File: src/async_timer_map.vh
// Register map, field positions and reset values of the async timer.
// Assumes a byte-wide register port with a 4-bit register index.
`ifndef ASYNC_TIMER_MAP_VH
`define ASYNC_TIMER_MAP_VH

// Register indices on the plain register port
`define ADDR_COUNTER      4'h0
`define ADDR_COMPARE_A    4'h1
`define ADDR_COMPARE_B    4'h2
`define ADDR_CONTROL_A    4'h3
`define ADDR_CONTROL_B    4'h4
`define ADDR_ASYNC_STATUS 4'h5
`define ADDR_IRQ_MASK     4'h6
`define ADDR_IRQ_FLAGS    4'h7
`define ADDR_GEN_CONTROL  4'h8

// Async status fields
`define BIT_EXT_CLK_EN    6
`define BIT_ASYNC_SEL     5
`define BIT_CNT_PEND      4
`define BIT_CMPA_PEND     3
`define BIT_CMPB_PEND     2
`define BIT_CTLA_PEND     1
`define BIT_CTLB_PEND     0

// Interrupt enable and flag fields
`define BIT_CMPB          2
`define BIT_CMPA          1
`define BIT_OVF           0

// General timer control fields
`define BIT_SYNC_HOLD     7
`define BIT_ASYNC_PSR     1
`define BIT_SHARED_PSR    0

// Control register fields
`define CTLA_COMA_HI      7
`define CTLA_COMA_LO      6
`define CTLA_COMB_HI      5
`define CTLA_COMB_LO      4
`define CTLA_WAVE_HI      1
`define CTLA_WAVE_LO      0
`define CTLB_WAVE_BIT     3
`define CTLB_CS_HI        2
`define CTLB_CS_LO        0

// Counter landmarks and reset values
`define CNT_MAX           8'hff
`define CNT_BOTTOM        8'h00
`define RESET_BYTE        8'h00

`endif

File: src/async_timer_register_control.v
// Register side of an 8-bit timer with I/O or oscillator-pin clocking.
// Assumes a one-cycle register port on core_clk_i and a timer oscillator
// pin that is asynchronous to it; the interrupt controller acks flags.
//
// What this block does
// [RULE1] Counter read/write; write blocks next match
// [RULE2] Both compare values always compared, drive outputs
// [RULE3] External clock buffer on when enabled and async
// [RULE4] Software sets clock enable before async select
// [RULE5] Select chooses I/O clock or oscillator pin
// [RULE6] Software rewrites registers after select change
// [RULE7] Async writes set busy until transfer done
// [RULE8] Software avoids writing while busy set
// [RULE9] Counter reads live; compare and control registers read staging
// [RULE10] Request needs enable, global bit and flag
// [RULE11] Compare equality sets compare flag
// [RULE12] Flags clear on vector or write one
// [RULE13] Overflow flag at MAX wrap (TOP in mode 7), phase PWM at bottom
// [RULE14] Hold keeps prescaler resets; release clears
// [RULE15] Async prescaler reset held until done
// [RULE16] Shared prescaler reset clears unless hold
// [RULE17] Transfer on base tick (oscillator tick when async), then busy clears
// [RULE18] Per-source acknowledge clears matching flag
`include "async_timer_map.vh"
`default_nettype none

module async_timer_register_control #(
    parameter PSC_WIDTH = 10
) (
    // Clock and reset
    input  wire       core_clk_i,
    input  wire       rstn_i,
    // Register port
    input  wire [3:0] addr_i,
    input  wire [7:0] wdata_i,
    input  wire       wr_i,
    input  wire       rd_i,
    output reg  [7:0] rdata_o,
    // Interrupts
    input  wire       global_irq_en_i,
    input  wire [2:0] irq_ack_i,
    output wire [2:0] irq_req_o,
    output wire       irq_o,
    // Timer oscillator and clock controls
    input  wire       timer_osc_pin_i,
    output wire       ext_clk_buf_en_o,
    output wire       crystal_osc_en_o,
    output wire       shared_prescaler_reset_o,
    // Waveform outputs
    output reg        wave_out_a_o,
    output reg        wave_out_b_o
);

    // Prescaler tap masks for clock selects 1 to 7
    function [PSC_WIDTH-1:0] tap_mask;
        input [2:0] cs;
        begin
            case (cs)
                3'h2:    tap_mask = 'h7;
                3'h3:    tap_mask = 'h1f;
                3'h4:    tap_mask = 'h3f;
                3'h5:    tap_mask = 'h7f;
                3'h6:    tap_mask = 'hff;
                3'h7:    tap_mask = 'h3ff;
                default: tap_mask = 'h0;
            endcase
        end
    endfunction

    // Next waveform level from compare output mode and events
    function wave_next;
        input       cur;
        input [1:0] com;
        input       pwm_fast;
        input       pwm_phase;
        input       match;
        input       bottom;
        input       up;
        begin
            wave_next = cur;
            if (pwm_fast) begin
                if (com[1] && match)
                    wave_next = com[0];
                else if (com[1] && bottom)
                    wave_next = ~com[0];
            end else if (pwm_phase) begin
                if (com[1] && match)
                    wave_next = up ? com[0] : ~com[0];
            end else if (match) begin
                case (com)
                    2'h1:    wave_next = ~cur;
                    2'h2:    wave_next = 1'b0;
                    2'h3:    wave_next = 1'b1;
                    default: wave_next = cur;
                endcase
            end
        end
    endfunction

    // Staged (temporary) and active copies of the five registers
    reg [7:0] cnt_tmp_reg;
    reg [7:0] cmpa_tmp_reg;
    reg [7:0] cmpb_tmp_reg;
    reg [7:0] ctla_tmp_reg;
    reg [7:0] ctlb_tmp_reg;
    reg [7:0] counter_reg;
    reg [7:0] cmpa_reg;
    reg [7:0] cmpb_reg;
    reg [7:0] ctla_reg;
    reg [7:0] ctlb_reg;
    wire [4:0] pend_reg;
    reg       ext_en_reg;
    reg       async_sel_reg;
    reg [2:0] mask_reg;
    reg [2:0] flag_reg;
    reg       hold_reg;
    reg       async_psr_reg;
    reg       shared_psr_reg;
    reg       up_reg;
    reg       block_reg;
    reg [PSC_WIDTH-1:0] psc_reg;
    reg       osc_meta_reg;
    reg       osc_sync_reg;
    reg       osc_prev_reg;

    // Decoded write strobes
    wire wr_cnt  = wr_i && (addr_i == `ADDR_COUNTER);
    wire wr_cmpa = wr_i && (addr_i == `ADDR_COMPARE_A);
    wire wr_cmpb = wr_i && (addr_i == `ADDR_COMPARE_B);
    wire wr_ctla = wr_i && (addr_i == `ADDR_CONTROL_A);
    wire wr_ctlb = wr_i && (addr_i == `ADDR_CONTROL_B);
    wire wr_asr  = wr_i && (addr_i == `ADDR_ASYNC_STATUS);
    wire wr_mask = wr_i && (addr_i == `ADDR_IRQ_MASK);
    wire wr_flag = wr_i && (addr_i == `ADDR_IRQ_FLAGS);
    wire wr_gtc  = wr_i && (addr_i == `ADDR_GEN_CONTROL);
    wire [4:0] wr_stage = {wr_cnt, wr_cmpa, wr_cmpb, wr_ctla, wr_ctlb};

    // Oscillator pin: two-flop synchroniser, then edge detect
    always @(posedge core_clk_i or negedge rstn_i) begin
        if (!rstn_i) begin
            osc_meta_reg <= 1'b0;
            osc_sync_reg <= 1'b0;
            osc_prev_reg <= 1'b0;
        end else begin
            osc_meta_reg <= timer_osc_pin_i;
            osc_sync_reg <= osc_meta_reg;
            osc_prev_reg <= osc_sync_reg;
        end
    end

    wire osc_tick  = osc_sync_reg && !osc_prev_reg;
    // Base clock: every I/O cycle or each rising oscillator edge
    wire base_tick = async_sel_reg ? osc_tick : 1'b1; // [RULE5]
    // Staged copy moves into the active register on this event
    wire xfer      = base_tick; // [RULE17]

    // Clock pin controls
    assign ext_clk_buf_en_o = ext_en_reg && async_sel_reg; // [RULE3]
    assign crystal_osc_en_o = async_sel_reg && !ext_en_reg; // [RULE3]

    // Prescaler and timer clock enable
    wire [2:0]           cs   = ctlb_reg[`CTLB_CS_HI:`CTLB_CS_LO];
    wire [PSC_WIDTH-1:0] tmsk = tap_mask(cs);
    wire timer_tick = base_tick && !async_psr_reg && (cs != 3'h0) &&
                      ((psc_reg & tmsk) == tmsk);

    always @(posedge core_clk_i or negedge rstn_i) begin
        if (!rstn_i)
            psc_reg <= {PSC_WIDTH{1'b0}};
        else if (async_psr_reg)
            psc_reg <= {PSC_WIDTH{1'b0}}; // [RULE15]
        else if (base_tick)
            psc_reg <= psc_reg + 1'b1;
    end

    // Waveform mode decode
    wire [2:0] wgm = {ctlb_reg[`CTLB_WAVE_BIT],
                      ctla_reg[`CTLA_WAVE_HI:`CTLA_WAVE_LO]};
    wire pwm_phase = (wgm[1:0] == 2'h1);
    wire pwm_fast  = (wgm[1:0] == 2'h3);
    wire [7:0] top = (wgm[2] || wgm == 3'h2) ? cmpa_reg : `CNT_MAX;
    wire at_top    = (counter_reg == top);
    wire at_bottom = (counter_reg == `CNT_BOTTOM);

    // Compare matches, suppressed after a counter write
    wire match_a = timer_tick && !block_reg &&
                   (counter_reg == cmpa_reg); // [RULE2] [RULE1]
    wire match_b = timer_tick && !block_reg &&
                   (counter_reg == cmpb_reg); // [RULE2] [RULE1]
    // Overflow: wrap at MAX (TOP in mode 7), bottom turn in phase PWM
    wire ovf_ev  = timer_tick && (pwm_phase ?
                   (at_bottom && !up_reg) :
                   (at_top && (wgm == 3'h7 || top == `CNT_MAX))); // [RULE13]
    wire wrap_ev = timer_tick && !pwm_phase && at_top;

    // Staging registers take software writes at once
    always @(posedge core_clk_i or negedge rstn_i) begin
        if (!rstn_i) begin
            cnt_tmp_reg  <= `RESET_BYTE;
            cmpa_tmp_reg <= `RESET_BYTE;
            cmpb_tmp_reg <= `RESET_BYTE;
            ctla_tmp_reg <= `RESET_BYTE;
            ctlb_tmp_reg <= `RESET_BYTE;
        end else begin
            if (wr_cnt)
                cnt_tmp_reg <= wdata_i;
            if (wr_cmpa)
                cmpa_tmp_reg <= wdata_i;
            if (wr_cmpb)
                cmpb_tmp_reg <= wdata_i;
            if (wr_ctla)
                ctla_tmp_reg <= wdata_i;
            if (wr_ctlb)
                ctlb_tmp_reg <= {4'h0, wdata_i[3:0]};
        end
    end

    // Update-pending flags; a write in the transfer cycle keeps it set
    genvar gi;
    generate
        for (gi = 0; gi < 5; gi = gi + 1) begin : g_pend
            reg pend_bit_reg;
            always @(posedge core_clk_i or negedge rstn_i) begin
                if (!rstn_i)
                    pend_bit_reg <= 1'b0;
                else if (wr_stage[gi])
                    pend_bit_reg <= 1'b1; // [RULE7]
                else if (xfer)
                    pend_bit_reg <= 1'b0; // [RULE7] [RULE17]
            end
            assign pend_reg[gi] = pend_bit_reg;
        end
    endgenerate

    // Active compare and control values load from staging
    always @(posedge core_clk_i or negedge rstn_i) begin
        if (!rstn_i) begin
            cmpa_reg <= `RESET_BYTE;
            cmpb_reg <= `RESET_BYTE;
            ctla_reg <= `RESET_BYTE;
            ctlb_reg <= `RESET_BYTE;
        end else if (xfer) begin
            if (pend_reg[`BIT_CMPA_PEND])
                cmpa_reg <= cmpa_tmp_reg; // [RULE17]
            if (pend_reg[`BIT_CMPB_PEND])
                cmpb_reg <= cmpb_tmp_reg;
            if (pend_reg[`BIT_CTLA_PEND])
                ctla_reg <= ctla_tmp_reg;
            if (pend_reg[`BIT_CTLB_PEND])
                ctlb_reg <= ctlb_tmp_reg;
        end
    end

    // Compare blocking after a counter load
    always @(posedge core_clk_i or negedge rstn_i) begin
        if (!rstn_i) begin
            block_reg    <= 1'b0;
        end else begin
            if (xfer && pend_reg[`BIT_CNT_PEND])
                block_reg <= 1'b1; // [RULE1]
            else if (timer_tick)
                block_reg <= 1'b0; // [RULE1]
        end
    end

    // Counter and count direction
    always @(posedge core_clk_i or negedge rstn_i) begin
        if (!rstn_i) begin
            counter_reg <= `CNT_BOTTOM;
            up_reg      <= 1'b1;
        end else if (xfer && pend_reg[`BIT_CNT_PEND]) begin
            counter_reg <= cnt_tmp_reg; // [RULE1]
        end else if (timer_tick) begin
            if (!pwm_phase) begin
                up_reg      <= 1'b1;
                counter_reg <= at_top ? `CNT_BOTTOM : counter_reg + 8'h01;
            end else if (up_reg) begin
                if (at_top) begin
                    up_reg      <= 1'b0;
                    counter_reg <= counter_reg - 8'h01;
                end else begin
                    counter_reg <= counter_reg + 8'h01;
                end
            end else if (at_bottom) begin
                up_reg      <= 1'b1;
                counter_reg <= counter_reg + 8'h01;
            end else begin
                counter_reg <= counter_reg - 8'h01;
            end
        end
    end

    // Waveform outputs
    always @(posedge core_clk_i or negedge rstn_i) begin
        if (!rstn_i) begin
            wave_out_a_o <= 1'b0;
            wave_out_b_o <= 1'b0;
        end else begin
            wave_out_a_o <= wave_next(wave_out_a_o,
                ctla_reg[`CTLA_COMA_HI:`CTLA_COMA_LO], pwm_fast,
                pwm_phase, match_a, wrap_ev, up_reg); // [RULE2]
            wave_out_b_o <= wave_next(wave_out_b_o,
                ctla_reg[`CTLA_COMB_HI:`CTLA_COMB_LO], pwm_fast,
                pwm_phase, match_b, wrap_ev, up_reg); // [RULE2]
        end
    end

    // Interrupt flags: set wins over write-one and acknowledge clears
    wire [2:0] flag_set = {match_b, match_a, ovf_ev}; // [RULE11] [RULE13]
    wire [2:0] flag_clr = (wr_flag ? wdata_i[2:0] : 3'h0) |
                          irq_ack_i; // [RULE12] [RULE18]

    always @(posedge core_clk_i or negedge rstn_i) begin
        if (!rstn_i)
            flag_reg <= 3'h0;
        else
            flag_reg <= flag_set | (flag_reg & ~flag_clr); // [RULE12]
    end

    // Interrupt requests
    assign irq_req_o = flag_reg & mask_reg &
                       {3{global_irq_en_i}}; // [RULE10]
    assign irq_o     = |irq_req_o;

    // Async status and interrupt mask registers
    always @(posedge core_clk_i or negedge rstn_i) begin
        if (!rstn_i) begin
            ext_en_reg    <= 1'b0;
            async_sel_reg <= 1'b0;
            mask_reg      <= 3'h0;
        end else begin
            if (wr_asr) begin
                ext_en_reg    <= wdata_i[`BIT_EXT_CLK_EN];
                async_sel_reg <= wdata_i[`BIT_ASYNC_SEL]; // [RULE5]
            end
            if (wr_mask)
                mask_reg <= wdata_i[2:0];
        end
    end

    // Prescaler reset bits and synchronization hold
    always @(posedge core_clk_i or negedge rstn_i) begin
        if (!rstn_i) begin
            hold_reg       <= 1'b0;
            async_psr_reg  <= 1'b0;
            shared_psr_reg <= 1'b0;
        end else if (wr_gtc) begin
            hold_reg <= wdata_i[`BIT_SYNC_HOLD];
            if (!wdata_i[`BIT_SYNC_HOLD]) begin
                // Hold off or released: shared reset lasts one cycle, async reset until a base tick
                async_psr_reg  <= wdata_i[`BIT_ASYNC_PSR] ||
                                  (async_psr_reg && !hold_reg); // [RULE14]
                shared_psr_reg <= wdata_i[`BIT_SHARED_PSR]; // [RULE14]
            end else begin
                async_psr_reg  <= async_psr_reg |
                                  wdata_i[`BIT_ASYNC_PSR]; // [RULE14]
                shared_psr_reg <= shared_psr_reg |
                                  wdata_i[`BIT_SHARED_PSR]; // [RULE14]
            end
        end else if (!hold_reg) begin
            shared_psr_reg <= 1'b0; // [RULE16]
            if (!async_sel_reg || base_tick)
                async_psr_reg <= 1'b0; // [RULE15]
        end
    end

    assign shared_prescaler_reset_o = shared_psr_reg; // [RULE16]

    // Read data, one cycle after the read strobe
    always @(posedge core_clk_i or negedge rstn_i) begin
        if (!rstn_i)
            rdata_o <= 8'h00;
        else if (!rd_i)
            rdata_o <= 8'h00;
        else if (addr_i == `ADDR_COUNTER)
            rdata_o <= counter_reg; // [RULE9]
        else if (addr_i == `ADDR_COMPARE_A)
            rdata_o <= cmpa_tmp_reg; // [RULE9]
        else if (addr_i == `ADDR_COMPARE_B)
            rdata_o <= cmpb_tmp_reg; // [RULE9]
        else if (addr_i == `ADDR_CONTROL_A)
            rdata_o <= {ctla_tmp_reg[7:4], 2'h0, ctla_tmp_reg[1:0]};
        else if (addr_i == `ADDR_CONTROL_B)
            rdata_o <= {4'h0, ctlb_tmp_reg[3:0]};
        else if (addr_i == `ADDR_ASYNC_STATUS)
            rdata_o <= {1'b0, ext_en_reg, async_sel_reg, pend_reg};
        else if (addr_i == `ADDR_IRQ_MASK)
            rdata_o <= {5'h00, mask_reg};
        else if (addr_i == `ADDR_IRQ_FLAGS)
            rdata_o <= {5'h00, flag_reg};
        else if (addr_i == `ADDR_GEN_CONTROL)
            rdata_o <= {hold_reg, 5'h00, async_psr_reg, shared_psr_reg};
        else
            rdata_o <= 8'h00;
    end

endmodule // async_timer_register_control

`default_nettype wire

File: config.mk
export PLATFORM = sky130hd
export DESIGN_NAME = async_timer_register_control
export DESIGN_NICKNAME = d
export VERILOG_FILES = /design/src/async_timer_register_control.v
export VERILOG_INCLUDE_DIRS = /design/src /design/src/src
export SDC_FILE = /design/constraint.sdc
export NUM_CORES = 1
export LEC_CHECK = 0
export ABC_AREA = 1
export BUFFER_PORTS_ARGS = -buffer_cell sky130_fd_sc_hd__buf_2
export CORE_ASPECT_RATIO = 0.7
export CORE_MARGIN = 2
export CORE_UTILIZATION = 50
export DETAILED_ROUTE_END_ITERATION = 6
export GPL_TIMING_DRIVEN = 0
export PLACE_DENSITY_LB_ADDON = 0.3
export SYNTH_ARGS = -nofsm -noshare
export SYNTH_HDL_FRONTEND = slang
export SYNTH_SLANG_ARGS = --single-unit
export TNS_END_PERCENT = 30
File: constraint.sdc
create_clock -name core_clk_i -period 2 [get_ports core_clk_i]
set_input_delay 0.1 -clock core_clk_i [delete_from_list [all_inputs] [get_ports core_clk_i]]
set_output_delay 0.1 -clock core_clk_i [all_outputs]
set_load 0.05 [all_outputs]
Word-level counts from Yosys, hierarchy flattened
Index checks and enable logic that the tools add are counted.

Bits in registers: 113. Word-level logic and storage cells: 206. Output and inout port bits: 17. Input bits: 21.

Equal/unequal tests: 34. Bitwise gates (word level): 14. Muxes and demuxes: 59. Add/subtract/negate cells: 3. Reductions and logical operators: 65.

Operators by type and width (number): 8-bit 2-to-1 mux (18); 10-bit case mux with 6 select lines (1); 1-bit 2-to-1 mux (35); 1-bit logical AND (29); 8-bit equality test (3); 10-bit 2-to-1 mux (2); 4-bit by 3-bit equality test with 1-bit output, second input constant (4); 2-bit nonzero test (8); 3-bit equality test, second input constant (5); 3-bit by 1-bit inequality test with 1-bit output, second input constant (4); 2-bit AND reduction (6); 10-bit by 1-bit adder with 10-bit output, second input constant (1); 10-bit bitwise AND (1); 10-bit equality test (1); 2-bit equality test, second input constant (5); 5-bit nonzero test (2); 3-bit bitwise AND (3); 3-bit by 2-bit equality test with 1-bit output, second input constant (3); 3-bit nonzero test (3); 8-bit by 1-bit adder with 8-bit output, second input constant (1); 4-bit by 2-bit equality test with 1-bit output, second input constant (2); 8-bit equality test, second input constant (1); 1-bit logical NOT (8); 8-bit logical NOT (1); 15 further kinds (28).

Longest topological paths before layout
Depth after elaboration: 12. Depth in mapped cells: 16. Mapped depth without buffers: 16.

Worst setup path after synthesis
Ideal clock, no wire load.

Path type: flip-flop to flip-flop. From: register counter_reg[0]. To: register counter_reg[3]. Period minus slack after synthesis: 1.723 ns. Arrival: 1.599 ns. Data required time: 1.876 ns. Cell stages (with the launch flop): 12. Path slack: 0.277 ns. Path buffers: 1. Cell sequence: dfrtp_1 clkbuf_1 inv_1 ha_1 nand4_1 nor2_1 nand2_1 nand3_1 nand3_1 nand2_1 nand2_1 nand3_1.

Cells in the longest elaborated chain, start to end: 6.

RTL lines: from (decl) (RTL line async_timer_register_control.v:106) `reg [7:0] counter_reg;`; from (signal assigned) (RTL line async_timer_register_control.v:269) `` counter_reg <= `CNT_BOTTOM; ``; from (signal assigned) (RTL line async_timer_register_control.v:272) `counter_reg <= cnt_tmp_reg;`; from (signal assigned) (RTL line async_timer_register_control.v:276) `` counter_reg <= at_top ? `CNT_BOTTOM : counter_reg + 8'h01; ``; 8-bit by 1-bit subtractor with 8-bit output (tied with other cells) (RTL line async_timer_register_control.v:280, async_timer_register_control.v:288); 8-bit 2-to-1 mux (on tied branches) (RTL line async_timer_register_control.v:284, async_timer_register_control.v:278); 8-bit 2-to-1 mux (RTL line async_timer_register_control.v:277) `end else if (up_reg) begin`; 8-bit 2-to-1 mux (*) (RTL line async_timer_register_control.v:274) `if (!pwm_phase) begin`; 8-bit 2-to-1 mux (*) (RTL line async_timer_register_control.v:273) `end else if (timer_tick) begin`; 8-bit 2-to-1 mux (*) (RTL line async_timer_register_control.v:271) `` end else if (xfer && pend_reg[`BIT_CNT_PEND]) begin ``.

Mark *: on every way between the ends. The rest lies on a longest branch, timed or not. The select of a mux whose other input is x is not followed. A chain may end at the register's enable or synchronous reset.

Final worst setup path
From: register ctla_reg[0]. To: register wave_out_a_o.

Cells in the longest elaborated chain, start to end: 8.

RTL lines: from (decl) (RTL line async_timer_register_control.v:109) `reg [7:0] ctla_reg;`; from (signal assigned) (RTL line async_timer_register_control.v:240) `` ctla_reg <= `RESET_BYTE; ``; from (signal assigned) (RTL line async_timer_register_control.v:248) `ctla_reg <= ctla_tmp_reg;`; 3-bit by 2-bit equality test with 1-bit output (RTL line async_timer_register_control.v:181) `` wire [7:0] top = (wgm[2] || wgm == 3'h2) ? cmpa_reg : `CNT_MAX; ``; 1-bit logical OR (RTL line async_timer_register_control.v:181); 8-bit 2-to-1 mux (no line); 8-bit equality test (RTL line async_timer_register_control.v:182) `wire at_top = (counter_reg == top);`; 1-bit logical AND (RTL line async_timer_register_control.v:194) `wire wrap_ev = timer_tick && !pwm_phase && at_top;`; 1-bit logical AND (RTL line async_timer_register_control.v:84) `else if (com[1] && bottom)`; 3-bit by 1-bit inequality test with 1-bit output (no line); 4-bit AND reduction (no line); to (signal assigned) (RTL line async_timer_register_control.v:299) `wave_out_a_o <= wave_next(wave_out_a_o,`; to (decl) (RTL line async_timer_register_control.v:50) `output reg wave_out_a_o,`.

Parallel ways exist; a longest one is shown, timed or not.

==> results <==
- For the pin with the worst max-slew slack, the measured transition is just under 0.7 ns.
- The first routing iteration left between 600 and 700 violations.
- The number of nets handed over by synthesis was between 700 and 800.
- The buffers plus inverters on the worst setup path is 3.
- The portion of the post-synthesis area used by sequential elements is between 40 and 50%.
- The total global routing overflow is 0.
- Counting flops and latches in the post-synthesis netlist gives roughly 110.
- The uppermost signal routing layer after detailed routing is met4.
- The worst setup path is of the flop to flop kind.
- The async set or reset register ratio after synthesis is 100%.
- By area the synthesized netlist is led by sky130_fd_sc_hd__dfrtp_1 46%, sky130_fd_sc_hd__nand2_1 13%, sky130_fd_sc_hd__o21ai_0 7.9%, sky130_fd_sc_hd__inv_1 6.8%, sky130_fd_sc_hd__nor2_1 4.8%.
- In this run, distinct cell masters in the synthesized netlist total 40.
- The worst hold path belongs to the class input pin to flop.
- The share of the synthesized area in the top cell type is a little under half.
- After synthesis, the largest family of logic cells by area is simple AND/OR/NAND/NOR gates.
- The top cell type by total area after synthesis is sky130_fd_sc_hd__dfrtp_1.
- The total of max-cap violations is 0.
- Of the total synthesized cell area, the portion taken by XOR and XNOR cells is 3.46%.
- Data on the critical path is required at its endpoint by 2.24 ns.
- Before antenna repair, the detailed router went through 5 iterations.
- The kind of cell adding the most delay to the critical path is simple AND/OR/NAND/NOR gates.
- STA classifies the critical path startpoint as a flop.
- The maximum cell stage delay along the critical path is between 0.4 and 0.5 ns.
- The number of pins with negative max-slew slack in the final report is 0.
- Summing the areas of all and, or, nand and nor instances in the mapped netlist gives 25.3% of the synthesized area.
- The count of final hold-check violations is 0.
- The initial utilization of the core area, before any placement, comes to between 50 and 60%.
- The clock tree from TritonCTS is built.
- Dividing the detail-routed via count by the number of cells gives 5.60.
- The critical path goes through inv_2, nand2_2, nand2_4, buf_6, nand2_4, nand2_2, nand4_1, nor2_4, nand2_2, inv_2, nand3_2, nand2_2, nand2_1, nor2_1, nor2_1.
- The checks that failed: negative setup slack.
- The count of nets after finishing is 851.
- The flip-flop count of the largest register after layout is 10.
- The number of global-route vias before repair was slightly above 5k.
- The average instance in the mapped netlist occupies 7.54 um^2.
- The compound-cell area share of the yosys netlist is between 10% and 20%.
- The origin of the critical flop-to-flop path is ctla_reg[0].
- After floorplanning, the core was divided into 32 placement rows.
- The total area inside the core boundary comes to approximately 0.011 mm^2.
- The headroom to the max-slew limit is 54.5%.
- Of the available clock period, the critical path in the final layout requires 101%.
- The termination of the worst setup path is wave_out_a_o.
- The number of antenna violations at the first check in global routing is 0.
- Tracing the worst setup path back leads to its startpoint at ctla_reg[0].
- The warning count from the yosys run is 0.
- The congestion estimate from routability-driven global placement came to roughly 0.96.
- The most numerous cell type found on the critical path is sky130_fd_sc_hd__nand2_2.
- The clock net in this run drives a total of 109 sinks.
- In this run the critical register-to-register path is captured at wave_out_a_o.
- Input and output buffers added on the ports amount to 36.
- The minimum setup slack among reg-to-reg paths is -0.01 ns.
- The average detailed-routed wire length per instance is between 15 and 20 um.
- The total vias in the final route is 5520.
- The die is around 130 um wide.
- After layout, the minimum clock period comes to a little over 2 ns.
- The run finished, with violations left.
- The critical-path cell with the highest stage delay is sky130_fd_sc_hd__dfrtp_2.
- The largest vdd supply drop is about 0.61 mV.
- In this run the deepest clock path goes through 2 buffers.
- Synthesis handed over a netlist of slightly below 800 instances.
- The leakage dissipation is 0.00339 uW.
- Summed over all nets, the half-perimeter wirelength after detailed placement is 12.4 mm.
- STA classifies the critical path endpoint as a flop.
- Setup total negative slack on the finished layout was measured at -0.0124 ns.
- After Yosys synthesis, full adders, half adders and majority gates account for 0.645% of the synthesized area.
- Of the post-synthesis cell area, the part taken by muxes is less than 1%.
- The area of the die is between 0.01 and 0.015 mm^2.
- The logic depth of the worst path, buffers included is 15.
- The most frequently used flop master after synthesis is sky130_fd_sc_hd__dfrtp_1.
- Clock-pin slew was measured on the worst setup and hold paths at about 0.070 ns.
- In the post-route analysis, the smallest setup slack over all paths is -0.0124 ns.
- The number of fill cells is roughly 990.
- The synthesized design contains 0 enable-type register cells.
- The total clock buffers created by CTS is 9.
- The arrival time reported for the critical path endpoint is about 2.3 ns.
- The total placed instance area is between 0.006 and 0.007 mm^2.
- The wire length on met2 is 7.10 mm.
- The maximum frequency from static timing analysis is about 0.5 GHz.
- The met1 layer wirelength in the final routing is about 8 mm.
- The signed area change from the synthesized netlist to the final layout is 15.7%.
- Of all nets on the critical path, the largest fanout is 8.
- In the routed design, unresolved DRC markers number 0.
- The number of top-level pins is 38.
- Cells with a size suffix above 1 make up 14.3% of the layout.
- Entering global routing, the biggest net connects 60 pins.
- The netlist area before placement is ~0.0058 mm^2.
- Setup violations remaining at the end of the flow were counted as 1.
- Summed over all nets, wire length on met3 after detailed routing comes to approximately 1.3 mm.
- Global routing used between 20% and 30% of the available tracks across all layers.
- The count of cells along the worst register-to-register path is 15.
- The final layout contains routed wiring with a total length of about 17 mm.
- The first global-routing pass estimated 26.6 mm of wire.
- Registers take roughly 0.0027 mm^2.
- Once layout is done, the placed cells without fillers occupy ~0.0067 mm^2.
- Summing all multi-input logic gate instances after layout gives around 0.0027 mm^2.
- In this run the remaining antenna-violating nets after routing total 0.
- The hold path depth is 3.
- The clock latency on the worst-skew pair is approximately 0.36 ns.
- The clock tree root buffer cell is sky130_fd_sc_hd__clkbuf_16.
- The power per cell area is ~1200 mW/mm^2.
- The floorplan die height is roughly 94 um.
- The number of antenna diodes in the final layout is 0.
- Setup repair after global routing could not meet its margin everywhere.
- Across the routed clock network, the largest skew measured is 0.0105 ns.
- In this run the number of H-tree levels came out at 3.
worst reg2reg max path, stage by stage, from the launching register on:
cell and delay, ns:
sky130_fd_sc_hd__dfrtp_2 0.46, sky130_fd_sc_hd__inv_2 0.08, sky130_fd_sc_hd__nand2_2 0.06, sky130_fd_sc_hd__nand2_4 0.12
sky130_fd_sc_hd__buf_6 0.14, sky130_fd_sc_hd__nand2_4 0.05, sky130_fd_sc_hd__nand2_2 0.06, sky130_fd_sc_hd__nand4_1 0.16
sky130_fd_sc_hd__nor2_4 0.18, sky130_fd_sc_hd__nand2_2 0.08, sky130_fd_sc_hd__inv_2 0.11, sky130_fd_sc_hd__nand3_2 0.07
sky130_fd_sc_hd__nand2_2 0.08, sky130_fd_sc_hd__nand2_1 0.06, sky130_fd_sc_hd__nor2_1 0.11, sky130_fd_sc_hd__nor2_1 0.07
cell type report:
cell class                      count  share of cell area (%)
Sequential cell                   109                    40.6
Multi-Input combinational cell    532                    40.2
Inverter                          110                    6.19
Timing Repair Buffer               46                    4.28
Clock buffer                       10                    3.55
Tap cell                          153                    2.84
Buffer                             19                    1.49
Clock inverter                      6                   0.893
logic make-up after synthesis:
| family | Yosys count |
|---|---|
| muxes | 3 |
| AOI/OAI and AO/OA | 151 |
| xor gates and xnor gates | 23 |
| buffers and inverters | 130 |
| and+or+nand+nor | 352 |
| DFF | 109 |
| adders and majority gates | 3 |
report_power, final:
group	internal, uW	switching, uW
clock network	917	893
logic	1040	2000
registers	2710	484
repair_timing:
item	CTS	global route
gates resized for setup	5	37
cloned	0	1
pin swaps	0	15
buffers inserted	0	3
hold endpoints to repair	53	0
setup endpoints to repair	11	12
hold buffers	5	0
worst min-delay path by stage:
stage,start,to
2_1_floorplan,rstn_i,async_psr_reg
3_3_place_gp,timer_osc_pin_i,osc_meta_reg
3_5_place_dp,rstn_i,psc_reg[3]
4_1_cts,rd_i,rdata_o[0]
5_1_grt,rd_i,rdata_o[1]
6_report,rd_i,rdata_o[0]
metal layers:
layer | vias to the layer above | global-route usage [%]
li1 | 2610 | -
met1 | 2643 | 41.7
met2 | 248 | 41.1
met3 | 19 | 5.66
met4 | 0 | 6.36
met5 | - | 0
Yosys cell counts, types with 2 or more instances:
| library cell | instances |
|---|---|
| sky130_fd_sc_hd__clkbuf_1 | 11 |
| sky130_fd_sc_hd__nand2_4 | 2 |
| sky130_fd_sc_hd__o31ai_1 | 4 |
| sky130_fd_sc_hd__a21oi_1 | 30 |
| sky130_fd_sc_hd__buf_2 | 5 |
| sky130_fd_sc_hd__nand2_1 | 195 |
| sky130_fd_sc_hd__ha_1 | 3 |
| sky130_fd_sc_hd__xor2_1 | 23 |
| sky130_fd_sc_hd__o211ai_1 | 3 |
| sky130_fd_sc_hd__inv_1 | 105 |
| sky130_fd_sc_hd__inv_2 | 5 |
| sky130_fd_sc_hd__dfrtp_1 | 108 |
| sky130_fd_sc_hd__nand4_1 | 10 |
| sky130_fd_sc_hd__mux2_2 | 3 |
| sky130_fd_sc_hd__a221oi_1 | 3 |
| sky130_fd_sc_hd__nor2_1 | 75 |
| sky130_fd_sc_hd__nor3_1 | 6 |
| sky130_fd_sc_hd__a211oi_1 | 4 |
| sky130_fd_sc_hd__o22ai_1 | 7 |
| sky130_fd_sc_hd__buf_4 | 2 |
| sky130_fd_sc_hd__o21ai_0 | 92 |
| sky130_fd_sc_hd__nand3_1 | 51 |
| sky130_fd_sc_hd__nand2_2 | 4 |
| sky130_fd_sc_hd__nor2_2 | 4 |
per-stage QoR:
step | power [uW] | hold slack (ns) | utilization [%] | cells | setup WS (ns)
after floorplan | 5140 | -0.196 | - | 771 | 0.277
after global placement | 5890 | 0.212 | 55.4 | 960 | -0.402
after detailed placement | 5980 | 0.186 | 55.7 | 961 | -0.281
after CTS | 7780 | 0.0499 | 58.8 | 981 | -0.0222
after global routing | 8550 | 0.0705 | 60.2 | 985 | -0.141
final | 8050 | 0.0494 | 60.2 | 985 | -0.0124
layout by cell type, fill, tap and decap left out, types with 7 or more instances in the layout:
cell | netlist | final
sky130_fd_sc_hd__buf_2 | 5 | 40
sky130_fd_sc_hd__nand3_1 | 51 | 44
sky130_fd_sc_hd__o21ai_0 | 92 | 92
sky130_fd_sc_hd__inv_2 | 5 | 7
sky130_fd_sc_hd__o22ai_1 | 7 | 7
sky130_fd_sc_hd__nand4_1 | 10 | 10
sky130_fd_sc_hd__nand2_1 | 195 | 183
sky130_fd_sc_hd__xor2_1 | 23 | 23
sky130_fd_sc_hd__clkbuf_1 | 11 | 9
sky130_fd_sc_hd__a21oi_1 | 30 | 30
sky130_fd_sc_hd__nand3_2 | 1 | 7
sky130_fd_sc_hd__inv_1 | 105 | 102
sky130_fd_sc_hd__dfrtp_1 | 108 | 106
sky130_fd_sc_hd__nand2_2 | 4 | 12
sky130_fd_sc_hd__nor2_1 | 75 | 71
sky130_fd_sc_hd__clkbuf_16 | 0 | 9
Power figures use the tool's default switching activity.
